==> src/aod_pkg.sv <==
// ***************************************************************
// widths and counts
// ***************************************************************
package aod_pkg;

  localparam int SAMPLE_W   = 12;  // converted sample, two's complement
  localparam int ABS_W      = 11;  // magnitude without sign
  localparam int CMP_W      = 8;   // upper magnitude bits compared
  localparam int DEC_W      = 16;  // decimated output word
  localparam int HOLD_SEL_W = 3;
  localparam int MODE_W     = 5;
  localparam int CNT_W      = 11;  // holds 1024
  localparam int NUM_PIN    = 4;   // a high, a low, b high, b low
  localparam int NUM_HOLD   = 8;   // pin flags then embedded flags
  localparam int ADR_W      = 8;
  localparam int DAT_W      = 32;
  localparam int SEL_W      = 4;

  // ***************************************************************
  // hold lengths and sample constants
  // ***************************************************************
  localparam logic [CNT_W-1:0]    PIN_HOLD_BASE = 11'h008; // setting 0
  localparam logic [CNT_W-1:0]    EMB_HOLD_BASE = 11'h001; // 2 to the 0
  localparam logic [SAMPLE_W-1:0] SAMP_MIN      = 12'h800; // -2048
  localparam logic [ABS_W-1:0]    ABS_MAX       = 11'h7FF; // 2047
  localparam logic [SAMPLE_W-1:0] SAMP_ONE      = 12'h001;
  localparam logic [3:0]          SHIFT_ONE     = 4'h1;

  // ***************************************************************
  // link mode codes that decide which modes carry embedded flags (0C is excluded)
  // ***************************************************************
  localparam logic [MODE_W-1:0] MODE_REAL_DEC   = 5'h09;
  localparam logic [MODE_W-1:0] MODE_CPLX_FIRST = 5'h0A;
  localparam logic [MODE_W-1:0] MODE_CPLX_LAST  = 5'h10;
  localparam logic [MODE_W-1:0] MODE_CPLX_SKIP  = 5'h0C;

  typedef enum logic [1:0] {
    EMB_NONE = 2'b00,
    EMB_REAL = 2'b01,
    EMB_CPLX = 2'b10
  } aod_emb_t;

  // ***************************************************************
  // register map, fields and reset values
  // ***************************************************************
  localparam logic [ADR_W-1:0] ADR_CTRL  = 8'h00;
  localparam logic [ADR_W-1:0] ADR_THR   = 8'h04;
  localparam logic [ADR_W-1:0] ADR_FLAGS = 8'h08;
  localparam logic [ADR_W-1:0] ADR_ISTAT = 8'h0C;
  localparam logic [ADR_W-1:0] ADR_IMASK = 8'h10;

  localparam int CTRL_HOLD_LSB = 0;
  localparam int CTRL_MODE_LSB = 8;
  localparam int THR_HIGH_LSB  = 0;
  localparam int THR_LOW_LSB   = 8;

  localparam logic [CMP_W-1:0]      HIGH_THR_RST = 8'hFF;
  localparam logic [CMP_W-1:0]      LOW_THR_RST  = 8'hFF;
  localparam logic [HOLD_SEL_W-1:0] HOLD_SEL_RST = 3'h0;
  localparam logic [MODE_W-1:0]     MODE_RST     = 5'h00;

endpackage

==> src/aod_hold_if.sv <==
`timescale 1ns/10ps
// ***************************************************************
// one hold counter: event, tick, length in, flag out
// ***************************************************************
interface aod_hold_if
  import aod_pkg::*;
  ();
  logic             evt;
  logic             tick;
  logic [CNT_W-1:0] len;
  logic             flag;

  modport ctl  (output evt, output tick, output len, input flag);
  modport hold (input evt, input tick, input len, output flag);
endinterface

==> src/aod_hold.sv <==
`timescale 1ns/10ps
// ***************************************************************
// retriggerable pulse stretcher
// ***************************************************************
module aod_hold
  import aod_pkg::*;
  (
  input wire logic clk_sys,
  input wire logic rst,
  aod_hold_if.hold hIf
  );

  typedef struct packed {
    logic [CNT_W-1:0] cnt;
    logic             flag;
  } aod_hold_st_t;

  aod_hold_st_t state_ff;
  aod_hold_st_t nxt_state;

  // an event reloads the full length, so events recurring within the hold length never gap
  always_comb begin
    nxt_state = state_ff;
    if (hIf.evt) begin
      nxt_state.cnt = hIf.len;
    end else if (hIf.tick && state_ff.cnt != '0) begin
      nxt_state.cnt = state_ff.cnt - CNT_W'(1);
    end
    nxt_state.flag = (nxt_state.cnt != '0);
  end

  always_ff @(posedge clk_sys) begin
    if (rst) begin
      state_ff <= '0;
    end else begin
      state_ff <= nxt_state;
    end
  end

  assign hIf.flag = state_ff.flag;
endmodule

==> src/aod_top.sv <==
`timescale 1ns/10ps
// Function
// - compare upper eight magnitude bits against thresholds
// - both channels share one threshold pair
// - magnitude saturates, -2048 and +2047 give 2047
// - flag high when magnitude reaches threshold
// - suffix 0 high threshold, suffix 1 low
// - hold 8 cycles doubling to 1024
// - embed only in decimating one-control-bit modes
// - complex: I carries high flag, Q low
// - real: even sample high flag, odd low
// - real mode period two to setting plus one
// - complex modes period two to setting samples
module aod_top
  import aod_pkg::*;
  (
  input  wire logic             clk_sys,
  input  wire logic             rst,
  input  wire logic             cyc_i,
  input  wire logic             stb_i,
  input  wire logic             we_i,
  input  wire logic [ADR_W-1:0] adr_i,
  input  wire logic [SEL_W-1:0] sel_i,
  input  wire logic [DAT_W-1:0] dat_i,
  output wire logic [DAT_W-1:0] dat_o,
  output wire logic             ack_o,
  output wire logic             irq_o,
  input  wire logic             rawValid,
  input  wire logic [SAMPLE_W-1:0] rawA,
  input  wire logic [SAMPLE_W-1:0] rawB,
  input  wire logic             decValid,
  input  wire logic             decIsQ,
  input  wire logic [DEC_W-1:0] decA,
  input  wire logic [DEC_W-1:0] decB,
  output wire logic             outValid,
  output wire logic [DEC_W-1:0] outA,
  output wire logic [DEC_W-1:0] outB,
  output wire logic             chanAHighFlag,
  output wire logic             chanALowFlag,
  output wire logic             chanBHighFlag,
  output wire logic             chanBLowFlag
  );

  // ***************************************************************
  // state
  // ***************************************************************
  typedef struct packed {
    logic                  ack;
    logic [DAT_W-1:0]      rdat;
    logic                  irq;
    logic [HOLD_SEL_W-1:0] holdLengthSelect;
    logic [MODE_W-1:0]     linkModeSelect;
    logic [CMP_W-1:0]      highThreshold;
    logic [CMP_W-1:0]      lowThreshold;
    logic [NUM_PIN-1:0]    istat;
    logic [NUM_PIN-1:0]    imask;
    logic [CMP_W-1:0]      upA;
    logic [CMP_W-1:0]      upB;
    logic                  absValid;
    logic [DEC_W-1:0]      outA;
    logic [DEC_W-1:0]      outB;
    logic                  outValid;
  } aod_top_st_t;

  localparam aod_top_st_t ST_RST = '{
    highThreshold:    HIGH_THR_RST,
    lowThreshold:     LOW_THR_RST,
    holdLengthSelect: HOLD_SEL_RST,
    linkModeSelect:   MODE_RST,
    default:          '0
  };

  aod_top_st_t         state_ff;
  aod_top_st_t         nxt_state;
  logic [NUM_HOLD-1:0] evt;
  logic [NUM_HOLD-1:0] holdFlag;
  logic [CNT_W-1:0]    pinLen;
  logic [CNT_W-1:0]    embLen;
  aod_emb_t            embKind;
  logic                reqNew;
  logic                wrNow;
  logic [DAT_W-1:0]    readMux;

  // ***************************************************************
  // helpers
  // ***************************************************************

  // saturate -2048 so both extremes land on the same code
  function automatic logic [CMP_W-1:0] absUpper(
    input logic [SAMPLE_W-1:0] s
  );
    logic [SAMPLE_W-1:0] neg;
    logic [ABS_W-1:0]    mag;
    neg = ~s + SAMP_ONE;
    if (s == SAMP_MIN) begin
      mag = ABS_MAX;
    end else if (s[SAMPLE_W-1]) begin
      mag = neg[ABS_W-1:0];
    end else begin
      mag = s[ABS_W-1:0];
    end
    return mag[ABS_W-1 -: CMP_W];
  endfunction

  // byte-lane merge for partial wishbone writes
  function automatic logic [DAT_W-1:0] laneMerge(
    input logic [DAT_W-1:0] oldV,
    input logic [DAT_W-1:0] newV,
    input logic [SEL_W-1:0] sel
  );
    logic [DAT_W-1:0] res;
    res = oldV;
    for (int i = 0; i < SEL_W; i++) begin
      if (sel[i]) begin
        res[i*8 +: 8] = newV[i*8 +: 8];
      end
    end
    return res;
  endfunction

  // ***************************************************************
  // threshold compare and hold lengths
  // ***************************************************************

  // one threshold pair serves both channels
  assign evt[0] = state_ff.absValid
                  && state_ff.upA >= state_ff.highThreshold;
  assign evt[1] = state_ff.absValid
                  && state_ff.upA >= state_ff.lowThreshold;
  assign evt[2] = state_ff.absValid
                  && state_ff.upB >= state_ff.highThreshold;
  assign evt[3] = state_ff.absValid
                  && state_ff.upB >= state_ff.lowThreshold;
  assign evt[NUM_HOLD-1:NUM_PIN] = evt[NUM_PIN-1:0];

  // pin hold in clock cycles, embedded hold in converter samples
  assign pinLen = PIN_HOLD_BASE << state_ff.holdLengthSelect;

  always_comb begin
    embKind = EMB_NONE;
    embLen  = EMB_HOLD_BASE << state_ff.holdLengthSelect;
    if (state_ff.linkModeSelect == MODE_REAL_DEC) begin
      embKind = EMB_REAL;
      embLen  = EMB_HOLD_BASE
                << ({1'b0, state_ff.holdLengthSelect} + SHIFT_ONE);
    end else if (state_ff.linkModeSelect >= MODE_CPLX_FIRST
                 && state_ff.linkModeSelect <= MODE_CPLX_LAST
                 && state_ff.linkModeSelect != MODE_CPLX_SKIP) begin
      embKind = EMB_CPLX;
    end
  end

  // ***************************************************************
  // hold counters
  // ***************************************************************
  aod_hold_if hIf[NUM_HOLD] ();

  for (genvar gi = 0; gi < NUM_HOLD; gi++) begin : gHold
    assign hIf[gi].evt  = evt[gi];
    assign holdFlag[gi] = hIf[gi].flag;
    if (gi < NUM_PIN) begin : gPin
      assign hIf[gi].tick = 1'b1;
      assign hIf[gi].len  = pinLen;
    end else begin : gEmb
      assign hIf[gi].tick = state_ff.absValid;
      assign hIf[gi].len  = embLen;
    end
    aod_hold uHold (
      .clk_sys (clk_sys),
      .rst     (rst),
      .hIf     (hIf[gi])
    );
  end

  // ***************************************************************
  // wishbone slave
  // ***************************************************************

  // ack one cycle after the strobe, writes land on the acked edge
  assign reqNew = cyc_i && stb_i && !state_ff.ack;
  assign wrNow  = cyc_i && stb_i && we_i && state_ff.ack;

  // unmapped addresses still ack and read as zero
  always_comb begin
    readMux = '0;
    unique case (adr_i)
      ADR_CTRL: begin
        readMux[CTRL_HOLD_LSB +: HOLD_SEL_W] = state_ff.holdLengthSelect;
        readMux[CTRL_MODE_LSB +: MODE_W]     = state_ff.linkModeSelect;
      end
      ADR_THR: begin
        readMux[THR_HIGH_LSB +: CMP_W] = state_ff.highThreshold;
        readMux[THR_LOW_LSB +: CMP_W]  = state_ff.lowThreshold;
      end
      ADR_FLAGS: readMux[NUM_HOLD-1:0] = holdFlag;
      ADR_ISTAT: readMux[NUM_PIN-1:0]  = state_ff.istat;
      ADR_IMASK: readMux[NUM_PIN-1:0]  = state_ff.imask;
      default:   readMux = '0;
    endcase
  end

  // ***************************************************************
  // next state
  // ***************************************************************
  always_comb begin
    logic [DAT_W-1:0] wv;
    logic [NUM_PIN-1:0] clr;
    wv        = '0;
    clr       = '0;
    nxt_state = state_ff;

    // bus handshake
    nxt_state.ack = reqNew;
    if (reqNew) begin
      nxt_state.rdat = readMux;
    end

    if (wrNow) begin
      wv = laneMerge(readMux, dat_i, sel_i);
      unique case (adr_i)
        ADR_CTRL: begin
          nxt_state.holdLengthSelect = wv[CTRL_HOLD_LSB +: HOLD_SEL_W];
          nxt_state.linkModeSelect   = wv[CTRL_MODE_LSB +: MODE_W];
        end
        ADR_THR: begin
          nxt_state.highThreshold = wv[THR_HIGH_LSB +: CMP_W];
          nxt_state.lowThreshold  = wv[THR_LOW_LSB +: CMP_W];
        end
        ADR_ISTAT: clr = dat_i[NUM_PIN-1:0] & {NUM_PIN{sel_i[0]}};
        ADR_IMASK: nxt_state.imask = wv[NUM_PIN-1:0];
        default: ;
      endcase
    end

    // a new event wins over a write-one clear in the same cycle
    nxt_state.istat = (state_ff.istat & ~clr) | evt[NUM_PIN-1:0];
    nxt_state.irq   = |(nxt_state.istat & nxt_state.imask);

    // magnitude stage, one sample pair per valid
    nxt_state.absValid = rawValid;
    if (rawValid) begin
      nxt_state.upA = absUpper(rawA);
      nxt_state.upB = absUpper(rawB);
    end

    // lsb replacement keeps the word width; high flag on I or even
    nxt_state.outValid = decValid;
    if (decValid) begin
      unique case (embKind)
        EMB_NONE: begin
          nxt_state.outA = decA;
          nxt_state.outB = decB;
        end
        EMB_REAL, EMB_CPLX: begin
          nxt_state.outA = {decA[DEC_W-1:1],
                            decIsQ ? holdFlag[5] : holdFlag[4]};
          nxt_state.outB = {decB[DEC_W-1:1],
                            decIsQ ? holdFlag[7] : holdFlag[6]};
        end
        default: begin
          nxt_state.outA = decA;
          nxt_state.outB = decB;
        end
      endcase
    end
  end

  always_ff @(posedge clk_sys) begin
    if (rst) begin
      state_ff <= ST_RST;
    end else begin
      state_ff <= nxt_state;
    end
  end

  // ***************************************************************
  // outputs
  // ***************************************************************
  assign dat_o         = state_ff.rdat;
  assign ack_o         = state_ff.ack;
  assign irq_o         = state_ff.irq;
  assign outValid      = state_ff.outValid;
  assign outA          = state_ff.outA;
  assign outB          = state_ff.outB;
  assign chanAHighFlag = holdFlag[0];
  assign chanALowFlag  = holdFlag[1];
  assign chanBHighFlag = holdFlag[2];
  assign chanBLowFlag  = holdFlag[3];
endmodule

==> config.mk <==
export PLATFORM = sky130hd
export DESIGN_NAME = aod_top
export DESIGN_NICKNAME = d
export VERILOG_FILES = /design/src/aod_pkg.sv /design/src/aod_hold_if.sv /design/src/aod_hold.sv /design/src/aod_top.sv
export SDC_FILE = /design/constraint.sdc
export NUM_CORES = 1
export LEC_CHECK = 0
export ABC_AREA = 1
export BUFFER_PORTS_ARGS = -buffer_cell sky130_fd_sc_hd__buf_4
export CORE_MARGIN = 1.5
export CORE_UTILIZATION = 53
export DETAILED_ROUTE_END_ITERATION = 8
export PLACE_DENSITY_LB_ADDON = 0.15
export SLEW_MARGIN = 10
export SYNTH_ARGS = -nofsm -noshare
export SYNTH_HDL_FRONTEND = slang
export SYNTH_SLANG_ARGS = --single-unit
export TNS_END_PERCENT = 5
==> constraint.sdc <==
create_clock -name clk_sys -period 1.9 [get_ports clk_sys]
set_clock_uncertainty 0.15 [all_clocks]
set_input_delay 0.285 -clock clk_sys [delete_from_list [all_inputs] [get_ports clk_sys]]
set_output_delay 0.285 -clock clk_sys [all_outputs]
set_load 0.03 [all_outputs]
==> run_results.csv, run 1 <==
group,metric,value,unit
run_status,status,"finished with violations",
timing,fin_crit_sh,124,%
clock_tree,clk_path_buf_depth,2,
floorplan,die_w,158,um
setup_path,start_kind,"flip-flop",
timing,tightest_slew,0.640,ns
synthesis,synth_area,12700,um2
clock_tree,root_buffer,"clkbuf_16",
timing,period_minus_slack,2.35,ns
clock_tree,clk_pin_slew,0.08,ns
floorplan,rows,56,
grt,grt_pass1_vias,13700,
floorplan,core,23500,um2
cells_and_area,final_cell_mix,"nand2_1 (481), buf_4 (381), nor2_1 (316)",
setup_path,worstPathRequired,2.10,ns
routing,drc,0,
floorplan,dieArea,25000,um2
cells_and_area,area_growth,41.2,%
grt,use_met2,58.5,%
setup_path,worstSetupPathType,"reg -> reg",
timing,fin_ws,-0.448,ns
timing,max_slew_margin,57.2,%
floorplan,initial_core_util,54.1,%
routing,num_vias,14300,
placed_design,dp.final_hpwl,27200,um
setup_path,crit_arrival,2.55,ns
cells_and_area,nFillCells,1682,
routing,wl,41800,um
floorplan,die-height,158,um
cells_and_area,layout_commonest_cell,"nand2_1",
timing,hold_viol,0,
clock_tree,cts.sinks,196,
synthesis,ys_types,45,
routing,vias_per_cell,5.29,
routing,wl_per_cell,15.4,um
grt,grt_overflow,0,
placed_design,gp_congestion,0.903,
floorplan,ios,179,
grt,grt.met1_usage,38.9,%
clock_tree,clock_latency,0.46,ns
clock_tree,h-tree-depth,4,
synthesis,ys_warn_count,0,
job,maxCapViolCount,0,
pwr,p_leak,9.19,nW
pwr,power,27.1,mW
routing,first_pass_iters,7,
worst_hold_path,worstHoldPathType,"in -> reg",
cells_and_area,multiInputGateArea,8390,um2
cells_and_area,antenna_cells,0,
pwr,peakVddDrop,0.00119,V
timing,max_freq,426,MHz
placed_design,io_buffers,144,
clock_tree,cts_buffers,17,
cells_and_area,seq_area,3960,um2
timing,drv_slew,0,
cells_and_area,nNetsFinal,2544,
grt,grt_first_pass_wirelength,64600,um
placed_design,pre_cts_ws,-0.378,ns
synthesis,synthesis.instances,2013,
timing,grt_setup_unrepaired,"yes",
timing,setup_tns,-12.99,ns
placed_design,placed_area,15500,um2
grt,use_met3,4.76,%
cells_and_area,finalInstanceArea,18000,um2
grt,track_usage,32.5,%
timing,setup_viol,89,
synthesis,synth.avg_cell_area,6.33,um2
setup_path,cp-end-kind,"flip-flop",
cells_and_area,drive_gt1_share,31.4,%
setup_path,crit_fanout,5,
grt,grt_antenna_before_repair,0,
synthesis,synth-seq-cells,196,
routing,drt_iter0_markers,949,
synthesis,yosysSeqAreaShare,30.8,%
routing,ant_nets,0,
cells_and_area,final_core_util,76.4,%
grt,grt_max_degree,119,
pwr,cellPowerDensity,1510,nW/um2
clock_tree,cts_tree,"yes",
grt,grt_busiest_layer,"met2",
run_status,violations,"setup timing",
per-stage QoR:
stage | cells | hold WS (ns)
after global placement | 2603 | 0.303
after CTS | 2703 | 0.00595
after floorplan | 2028 | 0.270
after detailed placement | 2603 | 0.315
final | 2714 | 0.00276
after global routing | 2714 | 0.00651
critical path, cell delays in order, from the launching register on:
cell and delay [ns]:
dfxtp_2 0.42, ha_4 0.23, a21oi_1 0.29, nand2_4 0.10
nand2_4 0.12, nand2_8 0.08, nand2_8 0.13, buf_4 0.14
nand2_1 0.05, nand2_2 0.08, nand2_1 0.06, nor2_1 0.14
nand3_1 0.11, nand2_1 0.08, inv_1 0.06
power breakdown:
part	internal [mW]	total (mW)	leakage, nW	switching (mW)
combinational	7.93	17.7	7.31	9.75
sequential	5.05	5.81	1.61	0.763
clock	1.75	3.60	0.276	1.85
kinds of logic (layout without fill, tap and decap cells):
kind of cell / count (synthesis) / after routing / share of synthesized area [%]
XOR/XNOR: 42 / 42 / 2.89
AND/OR/NAND/NOR: 1122 / 1127 / 37.3
other: 1 / 16 / 0.0294
flip-flops: 196 / 196 / 30.8
AO/OA/AOI/OAI: 252 / 252 / 10.9
buffers and inverters: 346 / 708 / 12.8
adder cells (fa/ha/maj): 54 / 54 / 5.30
registers in the layout, indices dropped and copies added, names as in the netlist:
signal,cells
dat_o,16
irq_o,1
outA,16
ack_o,1
state_ff,48
gHold.uHold.state_ff,88
hIf.tick,1
outB,16
outValid,1
gHold.uHold.hIf.flag,8
Yosys cell counts, drive strengths merged:
library cell | number | area share (%)
a21oi | 66 | 2.8
clkbuf | 34 | 1.0
nor2 | 361 | 12
nand3 | 125 | 5.2
o211ai | 8 | 0.47
or2 | 4 | 0.20
o22ai | 7 | 0.34
o221ai | 6 | 0.41
a31oi | 8 | 0.39
o21ai | 146 | 5.9
dfxtp | 196 | 31
and2 | 3 | 0.15
nand4 | 23 | 1.4
nand3b | 10 | 0.59
conb | 1 | 0.029
o31ai | 6 | 0.35
inv | 222 | 6.6
xnor2 | 5 | 0.34
buf | 90 | 5.2
nor3b | 1 | 0.059
ha | 54 | 5.3
nor3 | 5 | 0.20
xor2 | 37 | 2.5
nand2 | 590 | 18
o21a | 5 | 0.29
final timing paths:
kind	start	end	slack [ns]	cells after the start
max	state_ff[45]	gHold[5].uHold.hIf.flag	-0.45	14
min	rawA[9]	state_ff[48]	0.003	3
max reg2reg	state_ff[45]	gHold[5].uHold.hIf.flag	-0.45	14
min reg2reg	state_ff[62]	state_ff[62]	0.33	2
layout make-up:
type / instances / share of cell area (%)
clock buffer: 18 / 2.38
clock inverter: 14 / 0.814
inverter: 222 / 4.77
multi-input combinational: 1491 / 46.6
sequential: 196 / 22.0
tap: 319 / 2.22
timing repair buffer: 454 / 21.2
timing repair:
action	CTS	global route
setup buffers	22	12
cloned	8	1
pin swaps	75	72
hold buffers	38	0
setup endpoints to repair	96	99
gates resized for setup	156	141
hold endpoints to repair	37	0
routing by layer:
metal | vias up | routed length [um]
li1 | 7007 | -
met1 | 6586 | 16900
met2 | 601 | 20500
met3 | 151 | 2890
met4 | 0 | 1590
met5 | - | 0
Note: power is estimated with default switching activity, not from simulation.
==> run 2: changes to the inputs <==
--- a/config.mk
+++ b/config.mk
@@ -14,5 +14,6 @@
 export SLEW_MARGIN = 10
 export SYNTH_ARGS = -nofsm -noshare
 export SYNTH_HDL_FRONTEND = slang
+export SYNTH_HIERARCHICAL = 1
 export SYNTH_SLANG_ARGS = --single-unit
 export TNS_END_PERCENT = 5
==> run 2 against run 1 <==
  * Clock power hardly changed
  * Wire length decreased by 5.7%
  * Critical path type unchanged
  * Via count shrank 0.52%
  * Maximum frequency decreased by 5.2%
  * Combinational power down 17%
  * Largest power group unchanged
  * Sequential share of layout area increased by 0.13 points
  * The run still ends with setup timing left
  * First-iteration DRC count increased by 18%
  * Critical endpoint is now gHold[1].uHold/hIf.flag
  * Cell count grew 1.5%
  * Cell area shrank 0.52%
  * Die area increased by 4.3%
==> run_results.csv, run 2 <==
group,metric,value,unit
run_status,status,"finished with violations",
floorplan,die_w,161,um
pwr,pwr-share-clk,15.0,%
timing,drv_slew,0,
synthesis,synth_area_leader_cell,"dfxtp_1",
clock_tree,clk_path_buf_depth,2,
floorplan,rows,57,
routing,vias_per_cell,5.18,
pwr,seq_power_share,23.6,%
synthesis,synthMuxAreaShare,0.376,%
pwr,peakVddDrop,0.000752,V
synthesis,ys_warn_count,6,
synthesis,synth_adder_area_share,4.33,%
routing,drc,0,
timing,hold_viol,0,
run_status,violations,"setup timing",
setup_path,reg2reg_slack,-0.58,ns
timing,tightest_slew,0.664,ns
cells_and_area,nNetsFinal,2570,
cells_and_area,regMostFlops,"gHold.uHold/state_ff",
synthesis,synthesis.instances,2049,
placed_design,gp_congestion,0.931,
setup_path,crit_arrival,2.65,ns
floorplan,ios,179,
routing,drt_iter0_markers,1117,
placed_design,placedCellCount,2657,
cells_and_area,largest_register_ffs,88,
pwr,p_leak,9.23,nW
clock_tree,clk_pin_slew,0.09,ns
pwr,intPower,13.2,mW
synthesis,yosys-top-cells-area,"dfxtp_1 (29%), nand2_1 (14%), nor2_1 (10%)",
timing,grt_setup_unrepaired,"yes",
grt,track_usage,29.8,%
synthesis,synth-xor-area-share,1.84,%
timing,fin_crit_sh,130,%
synthesis,synthArstFlopShare,0,%
routing,ant_nets,0,
floorplan,dieArea,26100,um2
pwr,p_switching,10.8,mW
timing,setup_viol,97,
setup_path,crit_fanout,6,
pwr,cellPowerDensity,1340,nW/um2
worst_hold_path,whs_path_depth,4,
synthesis,yosysSeqAreaShare,29.5,%
cells_and_area,area_growth,34.6,%
synthesis,synth_top_area_share,29.5,%
setup_path,slowest_delay,0.34,ns
grt,grt_overflow,0,
timing,max_slew_margin,55.6,%
routing,first_pass_iters,6,
synthesis,synth_top_family_by_area,"simple AND/OR/NAND/NOR gates",
clock_tree,clock_latency,0.44,ns
cells_and_area,layout_commonest_cell,"nand2_1",
routing,wl_per_cell,14.3,um
floorplan,initial_core_util,54.4,%
pwr,swShare,44.9,%
grt,grt_pass1_vias,13500,
placed_design,dp.final_hpwl,28700,um
worst_hold_path,worstHoldPathType,"in -> reg",
clock_tree,cts_buffers,17,
job,maxCapViolCount,0,
synthesis,ys_types,43,
setup_path,crit_chain,"inv_1 > ha_1 > inv_1 > a21oi_2 > o21ai_2 > nand2_1 > nand4_1 > nand2_2 > clkinv_4 > clkinvlp_4 > or2_4 > nand2_4 > nand2_4 > nor2_4 > nand2_2 > nor2_2 > nor2_1",
synthesis,synth-simple-area-share,41.7,%
pwr,comb_power_share,61.4,%
synthesis,synth_edf_count,0,
timing,max_freq,404,MHz
routing,wl,39400,um
grt,grt_first_pass_wirelength,63700,um
clock_tree,cts_tree,"yes",
routing,num_vias,14300,
clock_tree,root_buffer,"clkbuf_16",
setup_path,worstPathRequired,2.07,ns
synthesis,synth-seq-cells,196,
placed_design,pre_cts_ws,-0.668,ns
setup_path,worstSetupPathType,"reg -> reg",
cells_and_area,reg.largest.list,"gHold.uHold/state_ff: 88 flops, state_ff: 48 flops",
setup_path,reg2regPathDepth,17,
synthesis,synthFlopType,"dfxtp_1",
cells_and_area,drive_gt1_share,32.7,%
synthesis,synth.avg_cell_area,6.49,um2
synthesis,synth_area,13300,um2
setup_path,cp-end-kind,"flip-flop",
floorplan,core,24500,um2
cells_and_area,final_cell_mix,"nand2_1 (431), buf_4 (377), nor2_1 (340)",
setup_path,start_kind,"flip-flop",
placed_design,io_buffers,144,
synthesis,synth_compound_area_share,10.5,%
setup_path,cp_slowest_cell,"dfxtp_1",
timing,period_minus_slack,2.48,ns
synthesis,synth.most_common_cell,"nand2_1",
timing,fin_ws,-0.577,ns
cells_and_area,stdcell_count,2755,
floorplan,die-height,161,um
grt,grt_max_degree,77,
clock_tree,cts.sinks,196,
synthesis,synth_common_cells,"nand2_1 (479), nor2_1 (363), dfxtp_1 (196)",
clock_tree,h-tree-depth,4,
grt,grt_antenna_before_repair,1,
run 2: final timing paths:
path | start | end
worst max register to register | state_ff[42] | gHold[1].uHold/hIf.flag
worst min-delay path | rawA[7] | state_ff[46]
worst min register to register | state_ff[61] | state_ff[61]
worst max-delay path | state_ff[42] | gHold[1].uHold/hIf.flag
run 2: power by group through the flow:
stage / Clock, mW / Sequential (mW) / Combinational (mW)
global route: 3.81 / 5.75 / 16.6
floorplan: 0 / 5.64 / 9.20
finish: 3.60 / 5.67 / 14.7
CTS: 3.66 / 5.63 / 14.1
detailed placement: 0 / 5.72 / 13.6
global placement: 0 / 5.71 / 13.4
run 2: critical path, delay by kind of cell (launching register included):
| kind | cells | cell delay (ns) |
|---|---|---|
| AOI/OAI and AO/OA | 2 | 0.18 |
| and+or+nand+nor | 10 | 1.03 |
| adders and majority gates | 1 | 0.20 |
| DFF | 1 | 0.34 |
| buffers and inverters | 4 | 0.45 |
run 2: cell type report:
type                            instances  area (um2)
Multi-Input combinational cell       1562        8570
Antenna cell                            2        5.00
Fill cell                            1939        6560
Clock inverter                         14         160
Clock buffer                           18         429
Timing Repair inverter                  4        33.8
Timing Repair Buffer                  430        3450
Tap cell                              324         405
Inverter                              205         890
Sequential cell                       196        3960
run 2: repair_timing:
action                                  4_1_cts  5_1_grt
gates cloned                                  2        2
hold buffers                                 39        0
endpoints found under the setup margin       97       97
pin swaps                                    35       39
resized for setup                            89      124
hold endpoints to repair                     40        0
buffers inserted                             11       11
run 2: kinds of logic after synthesis:
group	count (synthesis)
compound gates	239
simple gates	1208
other cells	2
flops	196
buf+inv	325
mux	5
xor+xnor	28
fa+ha+maj	46
run 2: metal layers:
metal | routed length, um | GRT usage [%] | share of wire (%) | vias up
met1 | 17300 | 37.9 | 44 | 6514
met5 | 0 | 0 | 0 | -
met4 | 959 | 9.39 | 2.4 | 0
li1 | - | - | - | 7178
met3 | 2500 | 5.42 | 6.3 | 81
met2 | 18700 | 50.9 | 47 | 497
run 2: metrics by stage:
step / area (um2) / hold slack (ns) / power, mW / utilization (%) / TNS (ns)
after floorplan: 13600 / 0.207 / 14.8 / - / -1.94
after global placement: 16100 / 0.310 / 19.1 / 65.7 / -29.16
after detailed placement: 16100 / 0.324 / 19.4 / 65.7 / -34.31
after CTS: 17400 / 0.00898 / 23.4 / 71.0 / -24.68
after global routing: 17900 / 0.0233 / 26.1 / 73.2 / -37.36
final: 17900 / 0.0161 / 24.0 / 73.2 / -25.50
